File: config.mk
export PLATFORM = sky130hd
export DESIGN_NAME = aer_uncorrectable_status
export DESIGN_NICKNAME = d
export VERILOG_FILES = /design/src/hdl/aer_status_pkg.sv /design/src/hdl/aer_uncorrectable_status.sv
export SDC_FILE = /design/constraint.sdc
export NUM_CORES = 1
export LEC_CHECK = 0
export ABC_AREA = 1
export BUFFER_PORTS_ARGS = -buffer_cell sky130_fd_sc_hd__buf_2
export CAP_MARGIN = 20
export CORE_MARGIN = 10
export CORE_UTILIZATION = 30
export CTS_CLUSTER_DIAMETER = 80
export CTS_CLUSTER_SIZE = 28
export DETAILED_ROUTE_END_ITERATION = 7
export GPL_TIMING_DRIVEN = 0
export SLEW_MARGIN = 0
export SYNTH_ARGS = -nofsm -noshare
export SYNTH_HDL_FRONTEND = slang
export SYNTH_SLANG_ARGS = --single-unit
File: constraint.sdc
create_clock -name pclk -period 1.78 [get_ports pclk]
set_input_delay 0.356 -clock pclk [delete_from_list [all_inputs] [get_ports pclk]]
set_output_delay 0.356 -clock pclk [all_outputs]
set_load 0.01 [all_outputs]
File: src/hdl/aer_status_pkg.sv
// Package: register map, field positions and carriers for the error status bank
package aer_status_pkg;
   localparam logic [11:0] capability_header_offset = 12'h100;
   localparam logic [11:0] uncorrectable_status_offset = 12'h104;
   localparam logic [11:0] header_lock_offset = 12'h180;
   localparam logic [15:0] capability_identifier = 16'h0001;
   localparam logic [3:0] capability_version = 4'h1;
   localparam logic [11:0] next_offset_reset = 12'h000;
   localparam int next_offset_lsb = 20;
   localparam int header_lock_bit = 0;
   localparam logic [31:0] status_reset = 32'h0000_0000;
   // Bits that software clears with a one; hardware sets all of them except bit zero
   localparam logic [31:0] status_settable_mask = 32'h00ff_3031;
   localparam int unused_legacy_bit = 0;
   localparam int link_layer_protocol_fault = 4;
   localparam int surprise_link_down_fault = 5;
   localparam int poisoned_packet_flag = 12;
   localparam int credit_protocol_fault = 13;
   localparam int completion_timeout_flag = 14;
   localparam int completer_abort_flag = 15;
   localparam int unmatched_completion_flag = 16;
   localparam int receive_overflow_flag = 17;
   localparam int malformed_packet_flag = 18;
   localparam int end_to_end_crc_flag = 19;
   localparam int unsupported_request_flag = 20;
   localparam int access_control_violation_flag = 21;
   localparam int internal_fault_flag = 22;
   localparam int multicast_drop_flag = 23;

   typedef struct packed {
      logic link_protocol;
      logic surprise_down;
      logic poisoned;
      logic credit_protocol;
      logic unmatched_completion;
      logic receive_overflow;
      logic malformed;
      logic crc;
      logic unsupported;
      logic access_violation;
      logic internal_fault;
      logic multicast_drop;
   } error_events_type;
endpackage

File: src/hdl/aer_uncorrectable_status.sv
// Error reporting capability header and uncorrectable status over APB
//
// Notes on behaviour
// Header low half reads capability identifier one
// Header bits 19:16 read version one
// Next capability offset in bits 31:20
// Bit zero sticky write-one-clear, never set
// Bit four sets on link protocol fault
// Bit five sets on surprise down if capable
// Bit twelve sets on poisoned packet
// Bit thirteen sets on credit protocol fault
// Completion timeout bit fourteen reads zero
// Completer abort bit fifteen never sets
// Bit sixteen sets on unmatched completion
// Bit seventeen sets on receive overflow
// Bit eighteen sets on malformed packet
// Bit nineteen sets on end-to-end CRC failure
// Bit twenty sets on unsupported request
// Bit twenty-one sets on access violation
// Bit twenty-two sets on internal fault
// Bit twenty-three sets on multicast drop
// Write one clears; survives non-fundamental reset
// Reserved bits read zero, ignore writes
// Masking never stops status bits setting
//
// Added by the designer: the APB register port.
`timescale 1ns/1ps
module aer_uncorrectable_status (
   input  wire logic                             pclk,          // 20 MHz
   input  wire logic                             presetn,       // Fundamental
   input  wire logic                             psel,          // APB select
   input  wire logic                             penable,       // APB enable
   input  wire logic                             pwrite,        // APB write
   input  wire logic [11:0]                      paddr,         // Byte addr
   input  wire logic [31:0]                      pwdata,        // Write data
   output logic      [31:0]                      prdata,        // Read data
   output logic                                  pready,        // Always ready
   output logic                                  pslverr,       // Unmapped
   input  wire logic                             hot_reset,     // Non-fundam.
   input  wire aer_status_pkg::error_events_type error_events,  // Detectors
   input  wire logic                             surprise_down_reporting_capable, // Link cap
   input  wire logic [31:0]                      error_mask,    // Mask reg
   output logic                                  unmasked_error // To reporter
);
   import aer_status_pkg::*;

   logic [11:0] next_capability_offset;
   logic        header_locked;
   logic [31:0] uncorrectable_error_status;
   logic [31:0] set_vector;
   logic [31:0] clear_vector;
   logic [31:0] error_reporting_capability_header;
   logic        wr_access;
   logic        rd_access;
   logic        mapped;

   ////////////////////////////////////////////////////////////////////////
   // APB decode; zero wait states
   assign wr_access = psel && penable && pwrite;
   assign rd_access = psel && !penable && !pwrite;
   assign mapped    = (paddr == capability_header_offset) ||
                      (paddr == uncorrectable_status_offset) ||
                      (paddr == header_lock_offset);
   assign pready    = 1'b1;
   assign pslverr   = psel && penable && !mapped;

   assign error_reporting_capability_header =
      {next_capability_offset, capability_version,
       capability_identifier};

   ////////////////////////////////////////////////////////////////////////
   // Next offset is writable until software locks it (write-lock field)
   always_ff @(posedge pclk or negedge presetn) begin
      if (!presetn) begin
         next_capability_offset <= next_offset_reset;
      end else if (wr_access && !header_locked &&
                   paddr == capability_header_offset) begin
         next_capability_offset <=
            pwdata[next_offset_lsb +: $bits(next_capability_offset)];
      end
   end

   always_ff @(posedge pclk or negedge presetn) begin
      if (!presetn) begin
         header_locked <= 1'b0;
      end else if (wr_access && paddr == header_lock_offset) begin
         header_locked <= pwdata[header_lock_bit];
      end
   end

   ////////////////////////////////////////////////////////////////////////
   // Status set and clear
   always_comb begin
      set_vector = '0;
      set_vector[unused_legacy_bit]          = 1'b0;
      set_vector[link_layer_protocol_fault]  =
         error_events.link_protocol;
      set_vector[surprise_link_down_fault]   = error_events.surprise_down &&
                                   surprise_down_reporting_capable;
      set_vector[poisoned_packet_flag]       = error_events.poisoned;
      set_vector[credit_protocol_fault]      =
         error_events.credit_protocol;
      set_vector[completion_timeout_flag]    = 1'b0;
      set_vector[completer_abort_flag]       = 1'b0;
      set_vector[unmatched_completion_flag]  =
         error_events.unmatched_completion;
      set_vector[receive_overflow_flag]      =
         error_events.receive_overflow;
      set_vector[malformed_packet_flag]      = error_events.malformed;
      set_vector[end_to_end_crc_flag]        = error_events.crc;
      set_vector[unsupported_request_flag]   =
         error_events.unsupported;
      set_vector[access_control_violation_flag] =
         error_events.access_violation;
      set_vector[internal_fault_flag]        =
         error_events.internal_fault;
      set_vector[multicast_drop_flag]        =
         error_events.multicast_drop;
   end

   assign clear_vector = (wr_access && paddr == uncorrectable_status_offset)
                         ? pwdata & status_settable_mask : '0;

   // Sticky: only the fundamental reset clears; hot_reset is ignored here.
   // The mask is not consulted, so masked errors still set status. A set
   // in the clearing cycle wins.
   always_ff @(posedge pclk or negedge presetn) begin
      if (!presetn) begin
         uncorrectable_error_status <= status_reset;
      end else begin
         uncorrectable_error_status <= ((uncorrectable_error_status &
            ~clear_vector) | set_vector) &
            status_settable_mask;
      end
   end

   // Mask only gates reporting
   assign unmasked_error =
      |(uncorrectable_error_status & ~error_mask);

   ////////////////////////////////////////////////////////////////////////
   // Read data registered in the setup cycle, valid in the access cycle
   always_ff @(posedge pclk or negedge presetn) begin
      if (!presetn) begin
         prdata <= '0;
      end else if (rd_access) begin
         case (paddr)
            capability_header_offset:
               prdata <= error_reporting_capability_header;
            uncorrectable_status_offset:
               prdata <= uncorrectable_error_status;
            header_lock_offset:
               prdata <= 32'(header_locked);
            default:
               prdata <= '0;
         endcase
      end
   end

   ////////////////////////////////////////////////////////////////////////
   // Checks
   property p_sticky_hot;
      @(posedge pclk) disable iff (!presetn)
      hot_reset && !wr_access |=> uncorrectable_error_status ==
         ($past(uncorrectable_error_status) | $past(set_vector));
   endproperty
   a_sticky_hot: assert property (p_sticky_hot)
      else $error("status changed on hot reset");

   property p_link;
      @(posedge pclk) disable iff (!presetn)
      error_events.link_protocol |=>
         uncorrectable_error_status[link_layer_protocol_fault];
   endproperty
   a_link: assert property (p_link)
      else $error("link fault not captured");

   property p_sdown;
      @(posedge pclk) disable iff (!presetn)
      error_events.surprise_down && surprise_down_reporting_capable |=>
         uncorrectable_error_status[surprise_link_down_fault];
   endproperty
   a_sdown: assert property (p_sdown)
      else $error("surprise down not captured");

   property p_sdown_gate;
      @(posedge pclk) disable iff (!presetn)
      !$past(uncorrectable_error_status[surprise_link_down_fault]) &&
      !$past(surprise_down_reporting_capable) |->
         !uncorrectable_error_status[surprise_link_down_fault];
   endproperty
   a_sdown_gate: assert property (p_sdown_gate)
      else $error("surprise down set without capability");

   property p_reserved;
      @(posedge pclk) disable iff (!presetn)
      (uncorrectable_error_status & ~status_settable_mask) == '0;
   endproperty
   a_reserved: assert property (p_reserved)
      else $error("reserved status bit set");

   property p_fixed_zero;
      @(posedge pclk) disable iff (!presetn)
      !uncorrectable_error_status[completion_timeout_flag] &&
      !uncorrectable_error_status[completer_abort_flag] &&
      !uncorrectable_error_status[unused_legacy_bit];
   endproperty
   a_fixed_zero: assert property (p_fixed_zero)
      else $error("hardwired status bit set");

   property p_clear;
      @(posedge pclk) disable iff (!presetn)
      wr_access && paddr == uncorrectable_status_offset &&
      pwdata[receive_overflow_flag] && !error_events.receive_overflow |=>
         !uncorrectable_error_status[receive_overflow_flag];
   endproperty
   a_clear: assert property (p_clear)
      else $error("write one did not clear");

   property p_hold;
      @(posedge pclk) disable iff (!presetn)
      uncorrectable_error_status[malformed_packet_flag] &&
      !clear_vector[malformed_packet_flag] |=>
         uncorrectable_error_status[malformed_packet_flag];
   endproperty
   a_hold: assert property (p_hold)
      else $error("status lost without clear");

   property p_header;
      @(posedge pclk) disable iff (!presetn)
      psel && !penable && !pwrite && paddr == capability_header_offset |=>
         prdata[next_offset_lsb-1:0] ==
            {capability_version, capability_identifier};
   endproperty
   a_header: assert property (p_header)
      else $error("header identity wrong");

   property p_mask;
      @(posedge pclk) disable iff (!presetn)
      error_events.crc && error_mask[end_to_end_crc_flag] |=>
         uncorrectable_error_status[end_to_end_crc_flag];
   endproperty
   a_mask: assert property (p_mask)
      else $error("mask blocked status");

   // One capture check per detector input
   property p_poisoned;
      @(posedge pclk) disable iff (!presetn)
      error_events.poisoned |=>
         uncorrectable_error_status[poisoned_packet_flag];
   endproperty
   a_poisoned: assert property (p_poisoned)
      else $error("poisoned packet not captured");

   property p_credit;
      @(posedge pclk) disable iff (!presetn)
      error_events.credit_protocol |=>
         uncorrectable_error_status[credit_protocol_fault];
   endproperty
   a_credit: assert property (p_credit)
      else $error("credit protocol fault not captured");

   property p_unmatched;
      @(posedge pclk) disable iff (!presetn)
      error_events.unmatched_completion |=>
         uncorrectable_error_status[unmatched_completion_flag];
   endproperty
   a_unmatched: assert property (p_unmatched)
      else $error("unmatched completion not captured");

   property p_overflow;
      @(posedge pclk) disable iff (!presetn)
      error_events.receive_overflow |=>
         uncorrectable_error_status[receive_overflow_flag];
   endproperty
   a_overflow: assert property (p_overflow)
      else $error("receive overflow not captured");

   property p_malformed;
      @(posedge pclk) disable iff (!presetn)
      error_events.malformed |=>
         uncorrectable_error_status[malformed_packet_flag];
   endproperty
   a_malformed: assert property (p_malformed)
      else $error("malformed packet not captured");

   property p_crc;
      @(posedge pclk) disable iff (!presetn)
      error_events.crc |=>
         uncorrectable_error_status[end_to_end_crc_flag];
   endproperty
   a_crc: assert property (p_crc)
      else $error("end-to-end check failure not captured");

   property p_unsupported;
      @(posedge pclk) disable iff (!presetn)
      error_events.unsupported |=>
         uncorrectable_error_status[unsupported_request_flag];
   endproperty
   a_unsupported: assert property (p_unsupported)
      else $error("unsupported request not captured");

   property p_access;
      @(posedge pclk) disable iff (!presetn)
      error_events.access_violation |=>
         uncorrectable_error_status[access_control_violation_flag];
   endproperty
   a_access: assert property (p_access)
      else $error("access violation not captured");

   property p_internal;
      @(posedge pclk) disable iff (!presetn)
      error_events.internal_fault |=>
         uncorrectable_error_status[internal_fault_flag];
   endproperty
   a_internal: assert property (p_internal)
      else $error("internal fault not captured");

   property p_multicast;
      @(posedge pclk) disable iff (!presetn)
      error_events.multicast_drop |=>
         uncorrectable_error_status[multicast_drop_flag];
   endproperty
   a_multicast: assert property (p_multicast)
      else $error("multicast drop not captured");

   property p_set_wins;
      @(posedge pclk) disable iff (!presetn)
      |set_vector |=> (uncorrectable_error_status & $past(set_vector)) ==
         $past(set_vector);
   endproperty
   a_set_wins: assert property (p_set_wins)
      else $error("detected error lost in the clearing cycle");

   property p_keep;
      @(posedge pclk) disable iff (!presetn)
      !(wr_access && paddr == uncorrectable_status_offset) |=>
         (uncorrectable_error_status & $past(uncorrectable_error_status)) ==
            $past(uncorrectable_error_status);
   endproperty
   a_keep: assert property (p_keep)
      else $error("status bit fell without a clearing write");

   property p_clear_all;
      @(posedge pclk) disable iff (!presetn)
      wr_access && paddr == uncorrectable_status_offset |=>
         (uncorrectable_error_status & $past(pwdata) &
          status_settable_mask & ~$past(set_vector)) == '0;
   endproperty
   a_clear_all: assert property (p_clear_all)
      else $error("written one left status bit set");

   property p_lock;
      @(posedge pclk) disable iff (!presetn)
      header_locked |=>
         next_capability_offset == $past(next_capability_offset);
   endproperty
   a_lock: assert property (p_lock)
      else $error("locked next offset changed");

   property p_reserved_read;
      @(posedge pclk) disable iff (!presetn)
      rd_access && paddr == uncorrectable_status_offset |=>
         (prdata & ~status_settable_mask) == '0;
   endproperty
   a_reserved_read: assert property (p_reserved_read)
      else $error("reserved status bit read as one");

   c_set_clear: cover property (@(posedge pclk) disable iff (!presetn)
      clear_vector[unsupported_request_flag] &&
      error_events.unsupported);
   c_hot: cover property (@(posedge pclk) disable iff (!presetn)
      hot_reset && |uncorrectable_error_status);
   c_unmapped: cover property (@(posedge pclk) disable iff (!presetn)
      pslverr);
   c_lock: cover property (@(posedge pclk) disable iff (!presetn)
      header_locked && wr_access && paddr == capability_header_offset);
   c_mask_crc: cover property (@(posedge pclk) disable iff (!presetn)
      error_events.crc && error_mask[end_to_end_crc_flag]);
endmodule

**Word level (Yosys, flattened, before mapping)**

Cells that the tools add are included.

- Register bits after elaboration: 58
- Bits in latches: 0
- Bits in writable memories: 0
- Memory bits (read-only): 0
- Input bits: 95
- Output and inout bits: 35
- Word-level logic and storage cells: 31
- Memories: 0

- Add/sub/neg operators: 0
- Multiply operators: 0
- Divide/modulo/power cells: 0
- $lt $le $gt $ge: 0
- Equal/unequal tests: 3
- Shift operators: 0
- Muxes and demuxes: 2
- Bitwise operators: 5
- Reduce and logical (&&, ||, !) cells: 17

Operator list:

| cell | count |
|---|---|
| $pmux W32 S3 | 1 |
| $eq A12 B9 Y1 const B | 3 |
| $and A24 B32 Y32 | 1 |
| $not A32 Y32 | 1 |
| $reduce_or A32 Y1 | 1 |
| $and A24 B24 Y24 | 1 |
| $mux W24 | 1 |
| $not A24 Y24 | 1 |
| $or A24 B24 Y24 | 1 |
| $logic_and A1 B1 Y1 | 10 |
| $logic_not A1 Y1 | 4 |
| $logic_or A1 B1 Y1 | 2 |

**Longest topological paths before layout**

Gate-level depths: netlist of the first run.

- Depth after elaboration: 7
- Depth in mapped cells: 10

**Least setup slack after synthesis of the first run**

No wires, ideal clock.

- Path kind: input -> output
- Start point: input port paddr[8]
- End point: output port pslverr
- Arrival time: 998 ps
- Required time: 1424 ps
- Setup slack: 426 ps
- Stages on the path: 7
- Buffers on the path: 0
- Path through: inv_1 > nor2_1 > nand2_2 > nor2_8 > nand2_1 > nand2_1 > nor2_1

- Longest elaborated chain between the ends: 5

RTL lines:

| element | RTL line | text |
|---|---|---|
| start, declared | aer_uncorrectable_status.sv:34 | `input wire logic [11:0] paddr,` |
| $eq A12 B9 Y1 (on tied branches) | aer_uncorrectable_status.sv:61, aer_uncorrectable_status.sv:62 |  |
| $logic_or A1 B1 Y1 | aer_uncorrectable_status.sv:61 | `assign mapped = (paddr == capability_header_offset) \|\|` |
| $logic_or A1 B1 Y1 * | aer_uncorrectable_status.sv:62 | `(paddr == uncorrectable_status_offset) \|\|` |
| $logic_not A1 Y1 * | aer_uncorrectable_status.sv:65 | `assign pslverr = psel && penable && !mapped;` |
| $logic_and A1 B1 Y1 * | aer_uncorrectable_status.sv:65 |  |
| end, declared | aer_uncorrectable_status.sv:38 | `output logic pslverr,` |

Mark *: on every way between the ends. The rest lies on a longest branch, timed or not.

**Worst setup path after layout of the first run**

- Start point: input port paddr[5]
- End point: output port pslverr

The elaborated chain is that of the path after synthesis.

==> flow_metrics.py, run 1 <==
metrics = {
    "run_status": {
        "outcome": "complete, no violations",
    },
    "cells_and_area": {
        "fillers": 811,
        "final_nets": 496,
        "multi_input_area_um2": 981,
        "area.sequential_um2": 1180,
        "area_delta_synth_final_pct": 30.8,
        "diodes": 0,
        "finalInstanceArea_um2": 3110,
        "drive_above_1_share_pct": 34.1,
    },
    "synth": {
        "synth_area_um2": 2380,
        "seq_area_frac_synth_pct": 49.4,
        "yosysWarnings": 0,
        "synthCells": 294,
        "synth_seq_cells": 47,
        "ys_types": 26,
        "avgSynthCellArea_um2": 8.09,
    },
    "power_and_ir_drop": {
        "leakage_nw": 1.88,
        "power_w": 0.00187,
        "switching_power_w": 0.000442,
        "seqPwrFrac_pct": 56.9,
        "p_per_area_nw_per_um2": 602,
        "clock_power_share_pct": 32.6,
        "combPwrFrac_pct": 10.4,
        "swShare_pct": 23.6,
        "intPower_w": 0.00143,
        "vdd_drop_max_v": 0.000221,
    },
    "sta": {
        "max_freq_mhz": 602,
        "rsz0062_at_grt": "no",
        "drv_slew": 0,
        "fin_crit_ns": 1.66,
        "skew_ns": 0.00449,
        "hold_ws_ns": 0.237,
        "hold_viol_final": 0,
        "period_share_pct": 93.4,
        "finalSetupTns_ns": 0,
        "setup_viol": 0,
    },
    "grt": {
        "grt_pass1_vias": 2109,
        "antenna_found_initial": 0,
        "grt_usage_pct": 11.3,
        "grt_max_degree": 48,
        "grt-ovfl-total": 0,
        "grt_pass1_wl_um": 10500,
    },
    "min_path": {
        "min_from": "error_events[11]",
        "hold_class": "in2reg",
    },
    "floorplan": {
        "fp-row-count": 32,
        "floorplan.initialDensity_pct": 30.8,
        "core-area_um2": 7730,
        "num_io_pins": 130,
        "die_h_um": 109,
        "die_w_um": 109,
        "die_area_um2": 11900,
    },
    "worst_setup_path": {
        "worstPathArrival_ns": 1.31,
        "crit_start": "paddr[5]",
        "max_stage_delay_ns": 0.21,
        "end_kind": "primary output",
        "critPathBufInv": 2,
        "path_cells": "buf_2 -> nor2_4 -> nand2_2 -> nor2_8 -> nand2_1 -> nand2_2 -> nor2_1 -> buf_2",
        "crit_family": "simple AND/OR/NAND/NOR gates",
        "critPathKind": "in2out",
        "critPathMaxFanout": 8,
        "cp-start-kind": "input pin",
        "required_ns": 1.42,
        "reg2reg_from": "header_locked$_DFFE_PN0P_",
        "worst_path_max_delay_cell": "nor2_8",
    },
    "clock_network": {
        "clk_path_buf_depth": 2,
        "htreeDepth": 2,
        "clkTransAtPathRegs_ns": 0.08,
        "cts_root_buf": "clkbuf_8",
        "clock_sinks": 47,
        "cts_tree": "done",
        "numCtsBuffers": 5,
        "clk_latency_ns": 0.29,
    },
    "routing": {
        "firstDrtPassIters": 4,
        "routedWlPerCell_um": 13.1,
        "drc": 0,
        "vias": 2057,
        "routed_wl_um": 6580,
        "drt_iter0_markers": 107,
        "viasPerCell": 4.08,
        "postRouteAntennaNets": 0,
    },
    "placement": {
        "io_buffers": 86,
        "hpwl_um": 5420,
        "place_area_um2": 2980,
        "place_congestion": 0.799,
    },
    "run": {
        "max_cap_viol_count": 0,
    },
}
==> tightest hold or removal path: stages <==
cell and delay (ns):
buf_2 0.07, inv_1 0.03, nand2_1 0.05
==> layout by cell type (no fill, tap or decap), types with 3 or more instances in the layout <==
master    count
clkbuf_1      4
o22ai_1       3
dfrtp_1      47
nand2_2      14
nor2_1       12
inv_1        34
clkbuf_8      5
o21ai_0      11
nand3_1      14
nand2_1     115
o31ai_1       6
buf_4        14
buf_2        88
conb_1       12
==> cell families (layout without fill, tap and decap cells) <==
logic type / count (synthesis) / after routing / share of synthesized area (%)
buffers and inverters: 53 / 151 / 11.4
flip-flops: 47 / 47 / 49.4
AND/OR/NAND/NOR: 169 / 169 / 32.9
AO/OA/AOI/OAI: 23 / 23 / 5.99
other: 2 / 12 / 0.316
==> metrics by stage <==
| step | setup slack [ns] | instances | utilization (%) |
|---|---|---|---|
| after floorplan | 0.426 | 304 | - |
| after global placement | 0.0103 | 492 | 38.5 |
| after detailed placement | 0.0273 | 492 | 38.5 |
| after CTS | 0.0225 | 500 | 39.6 |
| after global routing | 0.00601 | 504 | 40.3 |
| final | 0.118 | 504 | 40.3 |
==> path summary, 6_finish.rpt <==
kind / end / slack, ns / cells past startpoint
min in group asynchronous: uncorrectable_error_status[13]$_DFF_PN0_ / 0.52 / 2
min reg2reg: uncorrectable_error_status[0]$_DFF_PN0_ / 0.47 / 2
min: uncorrectable_error_status[4]$_DFF_PN0_ / 0.24 / 3
max: pslverr / 0.12 / 8
max in group asynchronous: next_capability_offset[5]$_DFFE_PN0P_ / 0.76 / 3
max reg2reg: next_capability_offset[7]$_DFFE_PN0P_ / 0.65 / 5
==> area by class of cell <==
class                      count  area share [%]
timing repair buffer          90            15.3
tap                          102            4.10
clock buffer                   7            2.45
clock inverter                 1           0.161
inverter                      35            4.22
sequential                    47            37.8
buffer                        18            4.46
multi-input combinational    204            31.5
==> flip-flops by register name, summed over array words and instances (netlist names) <==
register	cells
prdata	21
uncorrectable_error_status	13
next_capability_offset	12
header_locked	1
==> Yosys cell counts <==
library cell | number | share of area, %
conb_1 | 2 | 0.32
o31ai_1 | 6 | 1.9
nor2_8 | 2 | 1.7
nor2_2 | 1 | 0.26
nor2_4 | 2 | 0.95
o21ai_0 | 11 | 2.3
o21bai_1 | 1 | 0.32
nand2_2 | 13 | 3.4
inv_1 | 35 | 5.5
nand3_4 | 1 | 0.74
o22ai_1 | 3 | 0.79
nor3_1 | 2 | 0.42
nor3_4 | 1 | 0.68
buf_2 | 2 | 0.42
buf_6 | 1 | 0.47
nand3_1 | 14 | 2.9
nand4_1 | 2 | 0.53
a221oi_1 | 1 | 0.37
buf_4 | 12 | 3.8
dfrtp_1 | 47 | 49
nand2_1 | 116 | 18
buf_12 | 1 | 0.84
clkbuf_1 | 2 | 0.32
nor2_1 | 13 | 2.1
nand2_4 | 2 | 0.95
o211ai_1 | 1 | 0.32
==> power by group through the flow <==
stage,clock [W],combinational [W],sequential [W]
final,0.000611,0.000196,0.00107
after global routing,0.000677,0.000222,0.00107
after CTS,0.000636,0.000189,0.00107
after detailed placement,0,0.000189,0.00109
after global placement,0,0.000186,0.00109
after floorplan,0,0.0000772,0.00109
==> timing repair <==
item | in CTS | in global routing
hold buffers | 0 | 1
setup buffers | 0 | 2
hold endpoints to repair | 0 | 15
setup endpoints to repair | 0 | 2
resized for setup | 0 | 4
==> metal layers <==
layer	track usage [%]	routed length, um	vias up	part of all wire, %
li1	-	-	1094	-
met1	13.5	2750	906	42
met2	19.1	3320	52	50
met3	3.24	424	5	6.4
met4	3.39	82	0	1.2
met5	0	0	-	0
Note: power is estimated with default switching activity, not from simulation.
==> inputs of run 2 (changes only) <==
--- a/config.mk
+++ b/config.mk
@@ -14,6 +14,7 @@
 export CTS_CLUSTER_SIZE = 28
 export DETAILED_ROUTE_END_ITERATION = 7
 export GPL_TIMING_DRIVEN = 0
+export MAX_ROUTING_LAYER = met4
 export SLEW_MARGIN = 0
 export SYNTH_ARGS = -nofsm -noshare
 export SYNTH_HDL_FRONTEND = slang
==> run 2 against run 1 <==
Net effect:
- final area did not move
- register-to-register slack barely moved
- critical path depth did not move
- fmax barely moved
- flip-flop and latch count did not move
- hold slack improved by 0.0011 ns
- critical path type unchanged
- largest power group unchanged
- highest routed layer unchanged
==> flow_metrics.py, run 2 (same netlist as run 1, synthesis figures left out) <==
metrics = {
    "floorplan": {
        "die_w_um": 109,
        "core-area_um2": 7730,
        "num_io_pins": 130,
        "die_area_um2": 11900,
        "floorplan.initialDensity_pct": 30.8,
        "fp-row-count": 32,
        "die_h_um": 109,
    },
    "sta": {
        "fin_crit_ns": 1.66,
        "max_freq_mhz": 602,
        "rsz0062_at_grt": "no",
        "drv_slew": 0,
        "hold_viol_final": 0,
        "fin_ws_ns": 0.118,
        "setup_viol": 0,
        "hold_ws_ns": 0.238,
        "skew_ns": 0.00314,
        "finalSetupTns_ns": 0,
        "period_share_pct": 93.4,
    },
    "worst_setup_path": {
        "required_ns": 1.42,
        "cp-start-kind": "input pin",
        "end_kind": "primary output",
        "worstPathArrival_ns": 1.31,
        "max_stage_delay_ns": 0.21,
        "path_cells": "buf_2 -> nor2_4 -> nand2_2 -> nor2_8 -> nand2_1 -> nand2_2 -> nor2_1 -> buf_2",
        "critPathMaxFanout": 8,
        "critPathKind": "in2out",
        "worst_path_max_delay_cell": "nor2_8",
    },
    "grt": {
        "grt-ovfl-total": 0,
        "antenna_found_initial": 0,
        "grt_pass1_wl_um": 10500,
        "grt_usage_pct": 11.6,
        "grt_pass1_vias": 2107,
        "grt_max_degree": 48,
    },
    "power_and_ir_drop": {
        "combPwrFrac_pct": 10.4,
        "swShare_pct": 23.6,
        "seqPwrFrac_pct": 56.9,
        "vdd_drop_max_v": 0.000221,
        "switching_power_w": 0.000444,
        "power_w": 0.00188,
        "p_per_area_nw_per_um2": 603,
        "intPower_w": 0.00143,
        "clock_power_share_pct": 32.7,
        "leakage_nw": 1.88,
    },
    "clock_network": {
        "clkTransAtPathRegs_ns": 0.08,
        "numCtsBuffers": 5,
        "cts_tree": "done",
        "clk_latency_ns": 0.29,
        "clk_path_buf_depth": 2,
        "cts_root_buf": "clkbuf_8",
        "htreeDepth": 2,
        "clock_sinks": 47,
    },
    "routing": {
        "drt_iter0_markers": 107,
        "postRouteAntennaNets": 0,
        "firstDrtPassIters": 4,
        "vias": 2060,
        "routed_wl_um": 6580,
        "drc": 0,
        "viasPerCell": 4.09,
        "routedWlPerCell_um": 13.1,
    },
    "cells_and_area": {
        "reg_top3": "prdata x21, uncorrectable_error_status x13, next_capability_offset x12",
        "largest_register_ffs": 21,
        "diodes": 0,
        "area_delta_synth_final_pct": 30.8,
        "final_common_cell": "nand2_1",
        "final_nets": 496,
        "fillers": 811,
        "largest-register": "prdata",
        "final_cell_mix": "nand2_1, buf_2, dfrtp_1, inv_1",
        "drive_above_1_share_pct": 34.1,
        "multi_input_area_um2": 981,
        "area.sequential_um2": 1180,
    },
    "placement": {
        "io_buffers": 86,
        "hpwl_um": 5420,
        "dp_slack_ns": 0.0273,
        "place_congestion": 0.810,
    },
    "min_path": {
        "hold_class": "in2reg",
    },
    "run": {
        "max_cap_viol_count": 0,
    },
    "run_status": {
        "outcome": "complete, no violations",
    },
}
[run 2: cell counts in the layout (fill, tap and decap cells not counted)]
No cell type changed its count.
[run 2: worst paths after layout]
check	start	to	slack [ns]	depth (start not counted)
setup / recovery	paddr[5]	pslverr	0.12	8
hold / removal	error_events[11]	uncorrectable_error_status[4]$_DFF_PN0_	0.24	3
setup reg to reg	header_locked$_DFFE_PN0P_	next_capability_offset[3]$_DFFE_PN0P_	0.65	5
hold reg to reg	uncorrectable_error_status[0]$_DFF_PN0_	uncorrectable_error_status[0]$_DFF_PN0_	0.47	2
max in group asynchronous	presetn	prdata[31]$_DFFE_PN0P_	0.76	3
min in group asynchronous	presetn	uncorrectable_error_status[18]$_DFF_PN0_	0.52	2
[run 2: per-stage QoR]
| stage | std cells | cell area [um2] | utilization, % |
|---|---|---|---|
| final | 504 | 3110 | 40.3 |
| after CTS | 500 | 3060 | 39.6 |
| after global routing | 504 | 3110 | 40.3 |
| after floorplan | 304 | 2420 | - |
| after global placement | 492 | 2980 | 38.5 |
| after detailed placement | 492 | 2980 | 38.5 |
[run 2: final cells by class]
| type | instances | share of cell area [%] |
|---|---|---|
| tap | 102 | 4.10 |
| clock inverter | 1 | 0.161 |
| buffer | 18 | 4.46 |
| multi-input combinational | 204 | 31.5 |
| timing repair buffer | 90 | 15.3 |
| sequential | 47 | 37.8 |
| clock buffer | 7 | 2.45 |
| inverter | 35 | 4.22 |
[run 2: what timing repair did]
action	4_1_cts	5_1_grt
gates resized for setup	0	4
hold endpoints to repair	0	15
hold buffers	0	1
setup buffers	0	2
setup endpoints to repair	0	2
[run 2: power groups by stage]
stage / logic [W] / clock network [W] / registers, W
2_1_floorplan: 0.0000772 / 0 / 0.00109
3_3_place_gp: 0.000186 / 0 / 0.00109
3_5_place_dp: 0.000189 / 0 / 0.00109
4_1_cts: 0.000189 / 0.000636 / 0.00107
5_1_grt: 0.000222 / 0.000677 / 0.00107
6_report: 0.000196 / 0.000613 / 0.00107
[run 2: layer usage]
| layer | track usage [%] | up-vias | part of all wire [%] |
|---|---|---|---|
| met5 | - | - | 0 |
| met4 | 3.39 | 0 | 1.2 |
| met3 | 2.30 | 5 | 4.6 |
| met2 | 19.1 | 52 | 50 |
| met1 | 14.1 | 909 | 44 |
| li1 | - | 1094 | - |
[run 2: worst max-delay path, delay by kind of cell]
family        cells  cell delay, ns
simple gates      6            0.69
buf+inv           2            0.24
